### config.mk
export PLATFORM = sky130hd
export DESIGN_NAME = dio_port
export DESIGN_NICKNAME = d
export VERILOG_FILES = /design/src/dio_pkg.sv /design/src/dio_port.sv /design/src/edge_counter.sv
export SDC_FILE = /design/constraint.sdc
export NUM_CORES = 1
export LEC_CHECK = 0
export BUFFER_PORTS_ARGS = -buffer_cell sky130_fd_sc_hd__buf_2
export CORE_MARGIN = 4
export CORE_UTILIZATION = 40
export CTS_CLUSTER_SIZE = 8
export DETAILED_ROUTE_END_ITERATION = 6
export GPL_TIMING_DRIVEN = 0
export SLEW_MARGIN = 20
export SYNTH_ARGS = -nofsm -noshare
export SYNTH_HDL_FRONTEND = slang
export SYNTH_SLANG_ARGS = --single-unit
### constraint.sdc
create_clock -name I_CORE_CLK -period 2.2 [get_ports I_CORE_CLK]
set_clock_uncertainty 0.15 [all_clocks]
set_input_delay 0.22 -clock I_CORE_CLK [delete_from_list [all_inputs] [get_ports I_CORE_CLK]]
set_output_delay 0.22 -clock I_CORE_CLK [all_outputs]
set_load 0.05 [all_outputs]
### src/dio_pkg.sv
// shared constants and carrier types for the digital port block
package dio_pkg;
	localparam int WIDE_LINES = 8;
	localparam int NARROW_LINES = 4;
	localparam int PORT_LINES = WIDE_LINES + NARROW_LINES;
	localparam int COUNT_WIDTH = 32;
	localparam logic [PORT_LINES-1:0] DIR_RESET = 12'h000;
	localparam logic [PORT_LINES-1:0] LEVEL_RESET = 12'hfff;
	localparam logic [PORT_LINES-1:0] PUSH_PULL_RESET = 12'h000;
	localparam logic [COUNT_WIDTH-1:0] COUNT_RESET = 32'h0000_0000;
	localparam logic [COUNT_WIDTH-1:0] COUNT_STEP = 32'h0000_0001;

	// per-line pin drive bundle
	typedef struct packed {
		logic [PORT_LINES-1:0] level;
		logic [PORT_LINES-1:0] oe;
	} pin_drive_t;
endpackage

### src/dio_port.sv
// twelve-line digital port with edge counter and aux power switch
// How it works
// - twelve lines form one port: eight-line group plus four-line group.
// - every line has its own direction bit.
// - default drive is open collector: pull low, else release.
// - a per-line push-pull option drives both levels actively.
// - reset leaves all lines as undriven inputs.
// - sampling and output updates happen only on software strobes.
// - selected edge-count input increments a 32-bit counter on falls.
// - aux power output is off while the bus is suspended.
`timescale 1ns/1ps
`default_nettype none
module dio_port #(
	parameter bit PUSH_PULL_AVAILABLE = 1'b1
) (
	input wire logic I_CORE_CLK,
	input wire logic I_RST_N,
	input wire logic [dio_pkg::WIDE_LINES-1:0] I_WIDE_GROUP_LINES,
	input wire logic [dio_pkg::NARROW_LINES-1:0] I_NARROW_GROUP_LINES,
	output logic [dio_pkg::WIDE_LINES-1:0] O_WIDE_GROUP_LINES,
	output logic [dio_pkg::WIDE_LINES-1:0] O_WIDE_GROUP_LINES_OE,
	output logic [dio_pkg::NARROW_LINES-1:0] O_NARROW_GROUP_LINES,
	output logic [dio_pkg::NARROW_LINES-1:0] O_NARROW_GROUP_LINES_OE,
	input wire logic [dio_pkg::PORT_LINES-1:0] I_DIR,
	input wire logic [dio_pkg::PORT_LINES-1:0] I_PUSH_PULL,
	input wire logic I_CONFIG_WRITE,
	input wire logic [dio_pkg::PORT_LINES-1:0] I_OUT_LEVEL,
	input wire logic I_UPDATE,
	input wire logic I_SAMPLE,
	output logic [dio_pkg::PORT_LINES-1:0] O_SAMPLED,
	output logic O_SAMPLE_DONE,
	input wire logic I_EDGE_COUNT_INPUT,
	input wire logic I_COUNT_ENABLE,
	input wire logic I_COUNT_CLEAR,
	output logic [dio_pkg::COUNT_WIDTH-1:0] O_COUNT,
	input wire logic I_SUSPEND,
	output logic O_AUX_POWER_EN
);
	localparam int N = dio_pkg::PORT_LINES;
	localparam int W = dio_pkg::WIDE_LINES;

	logic [N-1:0] dir;
	logic [N-1:0] push_pull;
	logic [N-1:0] level;
	logic [N-1:0] pin_meta;
	logic [N-1:0] pin_sync;
	logic cnt_meta;
	logic cnt_sync;
	logic susp_meta;
	logic susp_sync;
	// nets: each line's generate branch drives only its own bit
	wire logic [N-1:0] next_level;
	wire logic [N-1:0] next_oe;
	dio_pkg::pin_drive_t next_drive;

	initial begin
		if (N != 12) begin
			$error("port must hold twelve lines");
		end
		if (N != W + dio_pkg::NARROW_LINES) begin
			$error("line groups must add up to the port");
		end
		if ($bits(dio_pkg::pin_drive_t) != 2 * N) begin
			$error("drive bundle needs a level and an enable per line");
		end
		if (dio_pkg::COUNT_WIDTH != 32) begin
			$error("event counter must be 32 bits wide");
		end
		if (dio_pkg::DIR_RESET != '0) begin
			$error("every line must come out of reset as an input");
		end
		if (dio_pkg::PUSH_PULL_RESET != '0) begin
			$error("every line must come out of reset open collector");
		end
		if (dio_pkg::LEVEL_RESET != '1) begin
			$error("reset level must leave open collector lines released");
		end
	end

	// pins come from outside: two flops before anything reads them
	always_ff @(posedge I_CORE_CLK) begin
		if (!I_RST_N) begin
			pin_meta <= '0;
			pin_sync <= '0;
		end else begin
			pin_meta <= {I_NARROW_GROUP_LINES, I_WIDE_GROUP_LINES};
			pin_sync <= pin_meta;
		end
	end

	// idles high on its pull-up; a low reset would fake a fall
	always_ff @(posedge I_CORE_CLK) begin
		if (!I_RST_N) begin
			cnt_meta <= 1'b1;
			cnt_sync <= 1'b1;
		end else begin
			cnt_meta <= I_EDGE_COUNT_INPUT;
			cnt_sync <= cnt_meta;
		end
	end

	// suspend comes from the bus side, another timing domain
	always_ff @(posedge I_CORE_CLK) begin
		if (!I_RST_N) begin
			susp_meta <= 1'b0;
			susp_sync <= 1'b0;
		end else begin
			susp_meta <= I_SUSPEND;
			susp_sync <= susp_meta;
		end
	end

	// direction held until software writes it again
	always_ff @(posedge I_CORE_CLK) begin
		if (!I_RST_N) begin
			dir <= dio_pkg::DIR_RESET;
		end else if (I_CONFIG_WRITE) begin
			dir <= I_DIR;
		end
	end

	// drive type loads with the same strobe as direction
	always_ff @(posedge I_CORE_CLK) begin
		if (!I_RST_N) begin
			push_pull <= dio_pkg::PUSH_PULL_RESET;
		end else if (I_CONFIG_WRITE) begin
			// without the option the lines stay open collector
			push_pull <= PUSH_PULL_AVAILABLE ? I_PUSH_PULL : '0;
		end
	end

	// output levels change only on an update strobe
	always_ff @(posedge I_CORE_CLK) begin
		if (!I_RST_N) begin
			level <= dio_pkg::LEVEL_RESET;
		end else if (I_UPDATE) begin
			level <= I_OUT_LEVEL;
		end
	end

	// inputs captured only on a sample strobe
	always_ff @(posedge I_CORE_CLK) begin
		if (!I_RST_N) begin
			O_SAMPLED <= '0;
		end else if (I_SAMPLE) begin
			O_SAMPLED <= pin_sync;
		end
	end

	// one-cycle acknowledge of each sample strobe
	always_ff @(posedge I_CORE_CLK) begin
		if (!I_RST_N) begin
			O_SAMPLE_DONE <= 1'b0;
		end else begin
			O_SAMPLE_DONE <= I_SAMPLE;
		end
	end

	// per-line drive decision
	genvar g;
	generate
		for (g = 0; g < N; g++) begin : g_line
			// only a push-pull line ever drives a high level
			assign next_level[g] = push_pull[g] & level[g];
			// an input line is never driven, whatever its level;
			// open collector drives only to pull the line low
			assign next_oe[g] = dir[g]
				& (push_pull[g] | ~level[g]);
		end
	endgenerate

	// bundle both halves of the drive decision
	always_comb begin
		next_drive.level = next_level;
		next_drive.oe = next_oe;
	end

	// wide group pins, registered straight to the outputs
	always_ff @(posedge I_CORE_CLK) begin
		if (!I_RST_N) begin
			O_WIDE_GROUP_LINES <= '0;
			O_WIDE_GROUP_LINES_OE <= '0;
		end else begin
			O_WIDE_GROUP_LINES <= next_drive.level[W-1:0];
			O_WIDE_GROUP_LINES_OE <= next_drive.oe[W-1:0];
		end
	end

	// narrow group pins, same timing as the wide group
	always_ff @(posedge I_CORE_CLK) begin
		if (!I_RST_N) begin
			O_NARROW_GROUP_LINES <= '0;
			O_NARROW_GROUP_LINES_OE <= '0;
		end else begin
			O_NARROW_GROUP_LINES <= next_drive.level[N-1:W];
			O_NARROW_GROUP_LINES_OE <= next_drive.oe[N-1:W];
		end
	end

	edge_counter #(
		.WIDTH(dio_pkg::COUNT_WIDTH)
	) u_counter (
		.i_clk(I_CORE_CLK),
		.i_rst_n(I_RST_N),
		.i_enable(I_COUNT_ENABLE),
		.i_clear(I_COUNT_CLEAR),
		.i_level(cnt_sync),
		.o_count(O_COUNT)
	);

	// power is off during reset and comes on the first clock after it, as the suspend synchroniser resets to not suspended
	always_ff @(posedge I_CORE_CLK) begin
		if (!I_RST_N) begin
			O_AUX_POWER_EN <= 1'b0;
		end else begin
			O_AUX_POWER_EN <= ~susp_sync;
		end
	end
endmodule
`default_nettype wire

### src/edge_counter.sv
// falling-edge event counter on an already synchronised input
`timescale 1ns/1ps
`default_nettype none
module edge_counter #(
	parameter int WIDTH = 32
) (
	input wire logic i_clk,
	input wire logic i_rst_n,
	input wire logic i_enable,
	input wire logic i_clear,
	input wire logic i_level,
	output logic [WIDTH-1:0] o_count
);
	logic last_level;

	initial begin
		if (WIDTH < 1) begin
			$error("edge_counter width must be positive");
		end
	end

	// idle level is high because of the pull-up
	always_ff @(posedge i_clk) begin
		if (!i_rst_n) begin
			last_level <= 1'b1;
		end else begin
			last_level <= i_level;
		end
	end

	// wraps from all ones to zero by natural overflow
	always_ff @(posedge i_clk) begin
		if (!i_rst_n || i_clear) begin
			o_count <= '0;
		end else if (i_enable && last_level && !i_level) begin
			o_count <= o_count + WIDTH'(1);
		end
	end
endmodule
`default_nettype wire

Word level (Yosys, flattened, before mapping)
Index checks and enable logic that the tools add are counted.

word-level totals
  input bits = 57
  logic and storage cells = 73
  flip-flop bits (word level) = 135
  output and inout port bits = 70

cells by class
  add/subtract/negate cells = 1
  reductions and logical operators = 5
  bitwise operators = 49

operators by type and width
  operator               number
  $add 32x1->32 const B  1
  $and 1x1->1            24
  $not 1->1              13
  $or 1x1->1             12
  $logic_and 1x1->1      2
  $logic_not 1->1        2
  $logic_or 1x1->1       1

Logic depth before layout (Yosys ltp)
Gate-level depths: netlist of run 1.

  depth after elaboration = 3
  gate-level depth with buffers = 6
  depth with buffers taken out = 5

Modules after synthesis
From an unflattened synthesis of run 1, not the netlist that was laid out.

second synthesis, totals
  cell total of the unflattened synthesis = 474
  area total of the unflattened synthesis = 4907.2 um2

by module, submodules not included
  module        cells each  area each (um2)  instances  seq. area each (um2)
  dio_port      293         3349.5           1          2042.0
  edge_counter  181         1557.7           1          660.6

Worst setup path after synthesis of run 1
Ideal clock, no wire load.

  kind = register to register
  start = register u_counter.o_count[0]
  end = register u_counter.o_count[20]
  required time = 1980 ps
  cell stages (with the launch flop) = 7
  buffers on the path = 1
  slack = -192 ps
  data arrival time = 2172 ps
  clock period less this slack = 2392 ps
  setup time = 70 ps
  cells stage by stage = dfxtp_1 -> ha_1 -> nand4b_4 -> or2_2 -> buf_4 -> or4_1 -> a21oi_1

between the ends
  cells in the longest elaborated chain, start to end = 1

RTL lines
  item                      line                source
  start: declaration        edge_counter.sv:12  output logic [WIDTH-1:0] o_count
  start signal: assignment  edge_counter.sv:36  o_count <= o_count + WIDTH'(1);
  $add 32x1->32             edge_counter.sv:36

No other way between the ends.
A chain may end at the register's enable or synchronous reset.

Worst setup path after layout of run 1
  start = register u_counter.o_count[1]
  end = register u_counter.o_count[26]

The elaborated chain is that of the path after synthesis.

==> results.md, run 1 <==
| Group | Metric | Reported |
|---|---|---|
| status | Result of the run | complete, no violations |
| grt | Global-route wire length before repair | 20,300 µm |
| timing | Endpoints failing setup | 0 |
| timing | Setup tns final | 0 ns |
| logic synthesis | XOR/XNOR Fraction of Synth Area | 1.76% |
| grt | Total congestion overflow | 0 |
| cts | Number of CTS-inserted buffers | 17 |
| placed design | HPWL after DPL | 8320 µm |
| logic synthesis | Number of flops mapped to enable cells by yosys | 0 |
| die | Site Rows | 40 |
| logic synthesis | Yosys Warn Count | 0 |
| pwr | Total power consumption of the routed design | 5.70 mW |
| logic synthesis | Top cells by area, synth | sky130_fd_sc_hd__dfxtp_1, sky130_fd_sc_hd__mux2i_1, sky130_fd_sc_hd__nor2b_1 |
| cts | Skew-Pair Late Insertion Delay | 0.42 ns |
| grt | Maximum number of pins on one net before global-route repair | 17 |
| logic synthesis | Synthesized net count | 547 |
| pwr | Worst supply voltage drop on vdd | 0.000540 V |
| timing | Pins Over Slew Limit | 0 |
| logic synthesis | Post-Synthesis Cell Area | 4970 µm² |
| route | Post-DR vias/cell | 4.76 |
| cts | Number of setup buffers added after CTS | 0 |
| grt | Number of antenna violations at the first check in global routing | 0 |
| logic synthesis | Yosys cell types | 37 |
| route | Final Routed Wirelength | 12,300 µm |
| timing | Relative max-transition margin | 40.6% |
| placed design | Cell Area, Placed | 5820 µm² |
| min path | Worst hold-check path type | in -> reg |
| worst setup path | Data required time of the worst path | 2.39 ns |
| cts | Clock Root Buffer | sky130_fd_sc_hd__clkbuf_16 |
| die | Die height | 119 µm |
| worst setup path | CP Data Arrival Time | 2.30 ns |
| die | Die Wd | 119 µm |
| timing | Final hold slack | 0.0679 ns |
| die | Core region area | 12,100 µm² |
| route | Detailed Routing Iterations Pass 1 | 4 |
| die | I/O pins | 127 |
| logic synthesis | Arithmetic-cell share of the synthesized area counting full adders, half adders and majority gates | 0.252% |
| timing | Count of endpoints failing hold in the final timing report | 0 |
| logic synthesis | Area fraction in compound gates after synthesis | 4.86% |
| timing | Actual transition at the worst max-transition pin | 0.891 ns |
| cts | CTS Sinks | 135 |
| route | DRC violations left | 0 |
| logic synthesis | Multiplexer share of the synthesized area | 11.1% |
| pwr | Power Density | 820 nW/µm² |
| worst setup path | Critical path launch point type | register |
| logic synthesis | Top FF cell, synth | sky130_fd_sc_hd__dfxtp_1 |
| worst setup path | Crit path cell chain | ha_2 > nand4b_4 > or2_2 > buf_4 > or4_1 > a21oi_1 |
| timing | Maximum clock rate | 0.474 GHz |
| logic synthesis | Average cell area after synthesis | 10.2 µm² |
| logic synthesis | Synthesized instance count | 489 |
| cts | CTS tree | built |
| route | DRC violation total after the first TritonRoute iteration | 264 |
| worst setup path | Slowest stage delay, CP | 0.50 ns |
| final layout | Relative area change from synthesis to final layout | 39.8% |
| die | Initial core utilization | 41.1% |
| cts | Max H-tree Level | 4 |
| final layout | Final Instance Area | 6950 µm² |
| final layout | Antenna diode count | 0 |
| final layout | Number of nets at the end of the flow | 743 |
| die | Area of the die | 14,300 µm² |
| timing | Period Utilization, post-route | 95.8% |
| worst setup path | Crit Path Class | reg -> reg |
| run | Max_cap viols | 0 |
| logic synthesis | Cell type with the highest aggregate area in the netlist | sky130_fd_sc_hd__dfxtp_1 |
| final layout | Filler instances | 1,075 |
| timing | Final worst slack | 0.0923 ns |
| logic synthesis | Proportion of synthesized chip area in sequential cells | 54.4% |
| timing | Unrepaired setup endpoints after global routing | no |
| timing | Minimum period implied by the final worst setup slack | 2.11 ns |
| logic synthesis | Post-synthesis register bit count | 135 |
| placed design | Port Buf Inserts | 124 |
| route | Final ANT Viol Nets | 0 |
| cts | Clock slew at reported path FFs | 0.06 ns |
| worst setup path | Largest fanout on the critical path | 10 |
| placed design | Final weighted congestion in routability-driven placement | 0.837 |
| pwr | Static leakage | 3.01 nW |
| worst setup path | Cell at the slowest stage of the critical path | sky130_fd_sc_hd__or4_1 |
| cts | Maximum number of buffers from clock root to sink | 2 |
| logic synthesis | Proportion of netlist area held by the largest area contributor | 54.4% |
| placed design | Post-placement setup slack | 0.0575 ns |
| worst setup path | Kind of capture point of the worst setup path | register |
| logic synthesis | Area share of and/or/nand/nor cells after synthesis | 23.8% |
| grt | Vias in the first global route | 4,120 |
| logic synthesis | Share of flip-flops with an asynchronous set or reset after synthesis | 0% |
| final layout | Share of post-route cells with drive strength above 1 | 27.2% |
| route | Average wire length per cell after detail routing | 14.2 µm |
| route | Vias after detailed routing | 4,126 |
| logic synthesis | Dominant combinational cell family by area after synthesis | simple AND/OR/NAND/NOR gates |
| grt | Global router's overall resource usage | 17.9% |
cell usage after synthesis (all sizes together), types with 9 or more instances:
cell type	number
and3	14
nand4	14
nor2b	38
clkbuf	14
or4	14
inv	17
mux2i	55
and2	28
nand2b	9
o31ai	10
nand3	11
nand2	42
nor2	17
dfxtp	135
a21oi	26
buf	12
state kept, by name, summed over array words and instances (netlist names), 4 cells and up:
| name | count |
|---|---|
| O_WIDE_GROUP_LINES | 8 |
| pin_sync | 12 |
| u_counter.o_count | 32 |
| O_WIDE_GROUP_LINES_OE | 8 |
| O_NARROW_GROUP_LINES_OE | 4 |
| O_SAMPLED | 12 |
| dir | 12 |
| push_pull | 12 |
| level | 12 |
| O_NARROW_GROUP_LINES | 4 |
| pin_meta | 12 |
metal layers:
metal	share of wire (%)	up-vias	global-route usage (%)
met3	6.6	10	6.31
li1	-	2062	-
met2	49	127	29.8
met1	44	1927	21.7
met5	0	-	0
met4	0.85	0	5.73
cell families after synthesis:
logic type,count (synthesis)
buf+inv,43
compound gates,41
mux,55
simple gates,204
flops,135
xor+xnor,10
fa+ha+maj,1
cell type report:
class                   instances  area [µm²]  area share [%]
clock buffers                  22         484            6.97
inverters                      17        63.8           0.918
flip-flops and latches        135        2730            39.2
multi-input cells             311        2090            30.0
repair buffers                177        1150            16.6
well taps                     168         210            3.02
clock inverters                10        96.3            1.39
plain buffers                  26         133            1.91
critical path, delay by kind of cell, from the launching register on:
kind	cells	cell delay, ns
AND/OR/NAND/NOR	3	0.98
flip-flops	1	0.37
adder cells (fa/ha/maj)	1	0.20
buffers and inverters	1	0.19
AO/OA/AOI/OAI	1	0.16
where the power goes:
group	switching (mW)	total, mW	internal [mW]	leakage [nW]
combinational	0.221	0.424	0.203	1.63
clock	1.04	2.71	1.67	0.274
sequential	0.0371	2.57	2.53	1.11
repair_timing:
| action | in CTS | in global routing |
|---|---|---|
| endpoints found under the hold margin | 53 | 0 |
| resized for setup | 0 | 4 |
| setup endpoints to repair | 0 | 4 |
| hold buffers | 53 | 0 |
cells in the final DEF (no fill, tap or decap), drive strengths merged:
cell and n:
nand4b 1, clkinvlp 4, nand2 42, o311ai 1, nor4b 1, and3 14
dfxtp 135, and2 28, o31ai 10, dlygate4sd3 53, mux2i 55, or2 2
o21ai 2, buf 136, nor3 5, a21oi 26, ha 1, and3b 1
nor2b 38, clkinv 5, clkbuf 36, xor2 5, bufinv 1, xnor2 5
nand4 14, or3 1, nand2b 9, a31o 2, or4 14, nor4 4
inv 17, nor2 17, nand3 11, and4 2
metrics by stage:
stage          util [%]  std cells
3_5_place_dp       48.1        781
6_report           57.4        866
2_1_floorplan         -        489
4_1_cts            57.3        866
5_1_grt            57.4        866
3_3_place_gp       48.1        781
path summary, 6_finish.rpt:
path / from / to / slack, ns / cells after the start
setup / recovery: u_counter.o_count[1]$_SDFFE_PP0P_ / u_counter.o_count[26]$_SDFFE_PP0P_ / 0.09 / 6
hold / removal: I_SAMPLE / O_SAMPLED[5]$_SDFFE_PN0P_ / 0.07 / 3
setup reg to reg: u_counter.o_count[1]$_SDFFE_PP0P_ / u_counter.o_count[26]$_SDFFE_PP0P_ / 0.09 / 6
hold reg to reg: susp_sync$_SDFF_PN0_ / O_AUX_POWER_EN$_SDFF_PN0_ / 0.23 / 1
Power figures use the tool's default switching activity.
==> run 2: changes to the inputs <==
SETUP_SLACK_MARGIN = 0.1   (was unset)
SLEW_MARGIN = 40   (was 20)
==> results.md, run 2 (synthesized netlist as in run 1, its figures left out) <==
| Group | Metric | Reported |
|---|---|---|
| cts | Clock Root Buffer | sky130_fd_sc_hd__clkbuf_16 |
| pwr | Share of power burned in registers | 43.4% |
| final layout | Share of post-route cells with drive strength above 1 | 29.4% |
| pwr | Net switching component of the power | 1.25 mW |
| placed design | Port Buf Inserts | 124 |
| grt | Global-route wire length before repair | 20,600 µm |
| grt | Number of antenna violations at the first check in global routing | 0 |
| worst setup path | Largest fanout on the critical path | 5 |
| worst setup path | Kind of capture point of the worst setup path | register |
| pwr | Power Density | 845 nW/µm² |
| timing | Endpoints failing setup | 0 |
| timing | Setup tns final | 0 ns |
| timing | Unrepaired setup endpoints after global routing | no |
| route | Final ANT Viol Nets | 0 |
| pwr | Total power consumption of the routed design | 5.92 mW |
| final layout | Largest reg by FF count | u_counter.o_count |
| final layout | Most common cell after layout, fill and taps aside | sky130_fd_sc_hd__buf_2 |
| timing | Period Utilization, post-route | 91.7% |
| worst setup path | Crit path launch | u_counter.o_count[13]$_SDFFE_PP0P_ |
| pwr | Proportion of power drawn by combinational gates | 7.2% |
| cts | Number of CTS-inserted buffers | 17 |
| status | Result of the run | complete, no violations |
| grt | Vias in the first global route | 4,168 |
| route | Final Routed Wirelength | 12,700 µm |
| die | Initial core utilization | 41.1% |
| pwr | Sw frac | 21.1% |
| die | Core region area | 12,100 µm² |
| worst setup path | CP Data Arrival Time | 2.20 ns |
| route | Post-DR vias/cell | 4.80 |
| worst setup path | Data required time of the worst path | 2.38 ns |
| die | Die height | 119 µm |
| cts | CTS Sinks | 135 |
| worst setup path | FF-to-FF Start | u_counter.o_count[13]$_SDFFE_PP0P_ |
| die | I/O pins | 127 |
| route | Average wire length per cell after detail routing | 14.7 µm |
| final layout | Largest register FFs | 32 |
| die | Die Wd | 119 µm |
| die | Site Rows | 40 |
| grt | Global router's overall resource usage | 18.1% |
| route | DRC violation total after the first TritonRoute iteration | 261 |
| cts | CTS tree | built |
| timing | Final hold slack | 0.0390 ns |
| min path | Worst hold-check path type | in -> reg |
| route | Vias after detailed routing | 4,139 |
| placed design | Final weighted congestion in routability-driven placement | 0.833 |
| cts | Maximum number of buffers from clock root to sink | 2 |
| timing | Minimum period implied by the final worst setup slack | 2.02 ns |
| timing | Count of endpoints failing hold in the final timing report | 0 |
| cts | Number of setup buffers added after CTS | 0 |
| grt | Maximum number of pins on one net before global-route repair | 17 |
| timing | Maximum clock rate | 0.496 GHz |
| final layout | Commonest non-fill, non-tap cells in the layout | sky130_fd_sc_hd__buf_2, sky130_fd_sc_hd__dfxtp_1, sky130_fd_sc_hd__mux2i_1 |
| route | DRC violations left | 0 |
| cts | Skew-Pair Late Insertion Delay | 0.41 ns |
| worst setup path | Crit Path Class | reg -> reg |
| final layout | Antenna diode count | 0 |
| worst setup path | Critical path launch point type | register |
| cts | Max H-tree Level | 4 |
| final layout | Relative area change from synthesis to final layout | 40.9% |
| timing | Actual transition at the worst max-transition pin | 0.781 ns |
| route | Detailed Routing Iterations Pass 1 | 4 |
| min path | Hold path start | I_COUNT_CLEAR |
| pwr | Internal Pwr Total | 4.67 mW |
| placed design | HPWL after DPL | 8530 µm |
| cts | Clock slew at reported path FFs | 0.05 ns |
| timing | Pins Over Slew Limit | 0 |
| timing | Relative max-transition margin | 47.9% |
| pwr | Static leakage | 3.05 nW |
| final layout | Number of nets at the end of the flow | 742 |
| run | Max_cap viols | 0 |
| die | Area of the die | 14,300 µm² |
| grt | Total congestion overflow | 0 |
| pwr | Worst supply voltage drop on vdd | 0.000455 V |
| pwr | Fraction of power consumed by the clock network | 49.5% |
[run 2: per-layer routing]
| layer | wire, µm | track usage [%] | up-vias |
|---|---|---|---|
| met4 | 186 | 7.95 | 0 |
| met2 | 6190 | 30.0 | 141 |
| met1 | 5430 | 21.8 | 1928 |
| li1 | - | - | 2052 |
| met5 | 0 | 0 | - |
| met3 | 862 | 5.42 | 18 |
[run 2: critical path, cell delays in order (launching register included)]
cell                      delay, ns
sky130_fd_sc_hd__dfxtp_2       0.36
sky130_fd_sc_hd__nand3_1       0.19
sky130_fd_sc_hd__or4_1         0.60
sky130_fd_sc_hd__or4_1         0.49
sky130_fd_sc_hd__a21oi_1       0.16
[run 2: timing repair]
| item | in CTS | in global routing |
|---|---|---|
| hold buffers | 52 | 0 |
| setup endpoints to repair | 3 | 4 |
| endpoints found under the hold margin | 50 | 0 |
| gates resized for setup | 3 | 7 |
| pin swaps | 0 | 1 |
[run 2: area by class of cell]
class	instances	area (µm²)
Buffer	26	136
Clock buffer	21	460
Clock inverter	9	149
Fill cell	1063	5110
Inverter	17	63.8
Multi-Input combinational cell	311	2100
Sequential cell	135	2740
Tap cell	168	210
Timing Repair Buffer	176	1140
[run 2: power by group through the flow]
stage / sequential, mW / clock (mW) / combinational [mW]
floorplan: 2.68 / 0 / 0.161
global placement: 2.61 / 0 / 0.346
detailed placement: 2.62 / 0 / 0.352
CTS: 2.56 / 2.98 / 0.427
global route: 2.57 / 3.10 / 0.463
finish: 2.57 / 2.93 / 0.425
[run 2: final timing paths]
check	end	slack (ns)	cells past startpoint
setup / recovery	u_counter.o_count[23]$_SDFFE_PP0P_	0.18	4
setup reg to reg	u_counter.o_count[23]$_SDFFE_PP0P_	0.18	4
hold reg to reg	O_AUX_POWER_EN$_SDFF_PN0_	0.23	1
hold / removal	u_counter.o_count[21]$_SDFFE_PP0P_	0.04	4
[run 2: metrics by stage]
step	setup WS [ns]	utilization (%)	cell area [µm²]	cells
after floorplan	0.106	-	5010	489
after global placement	0.112	48.2	5840	781
after detailed placement	0.0933	48.2	5840	781
after CTS	0.138	57.7	6980	863
after global routing	0.102	57.8	7010	863
final	0.182	57.8	7010	863
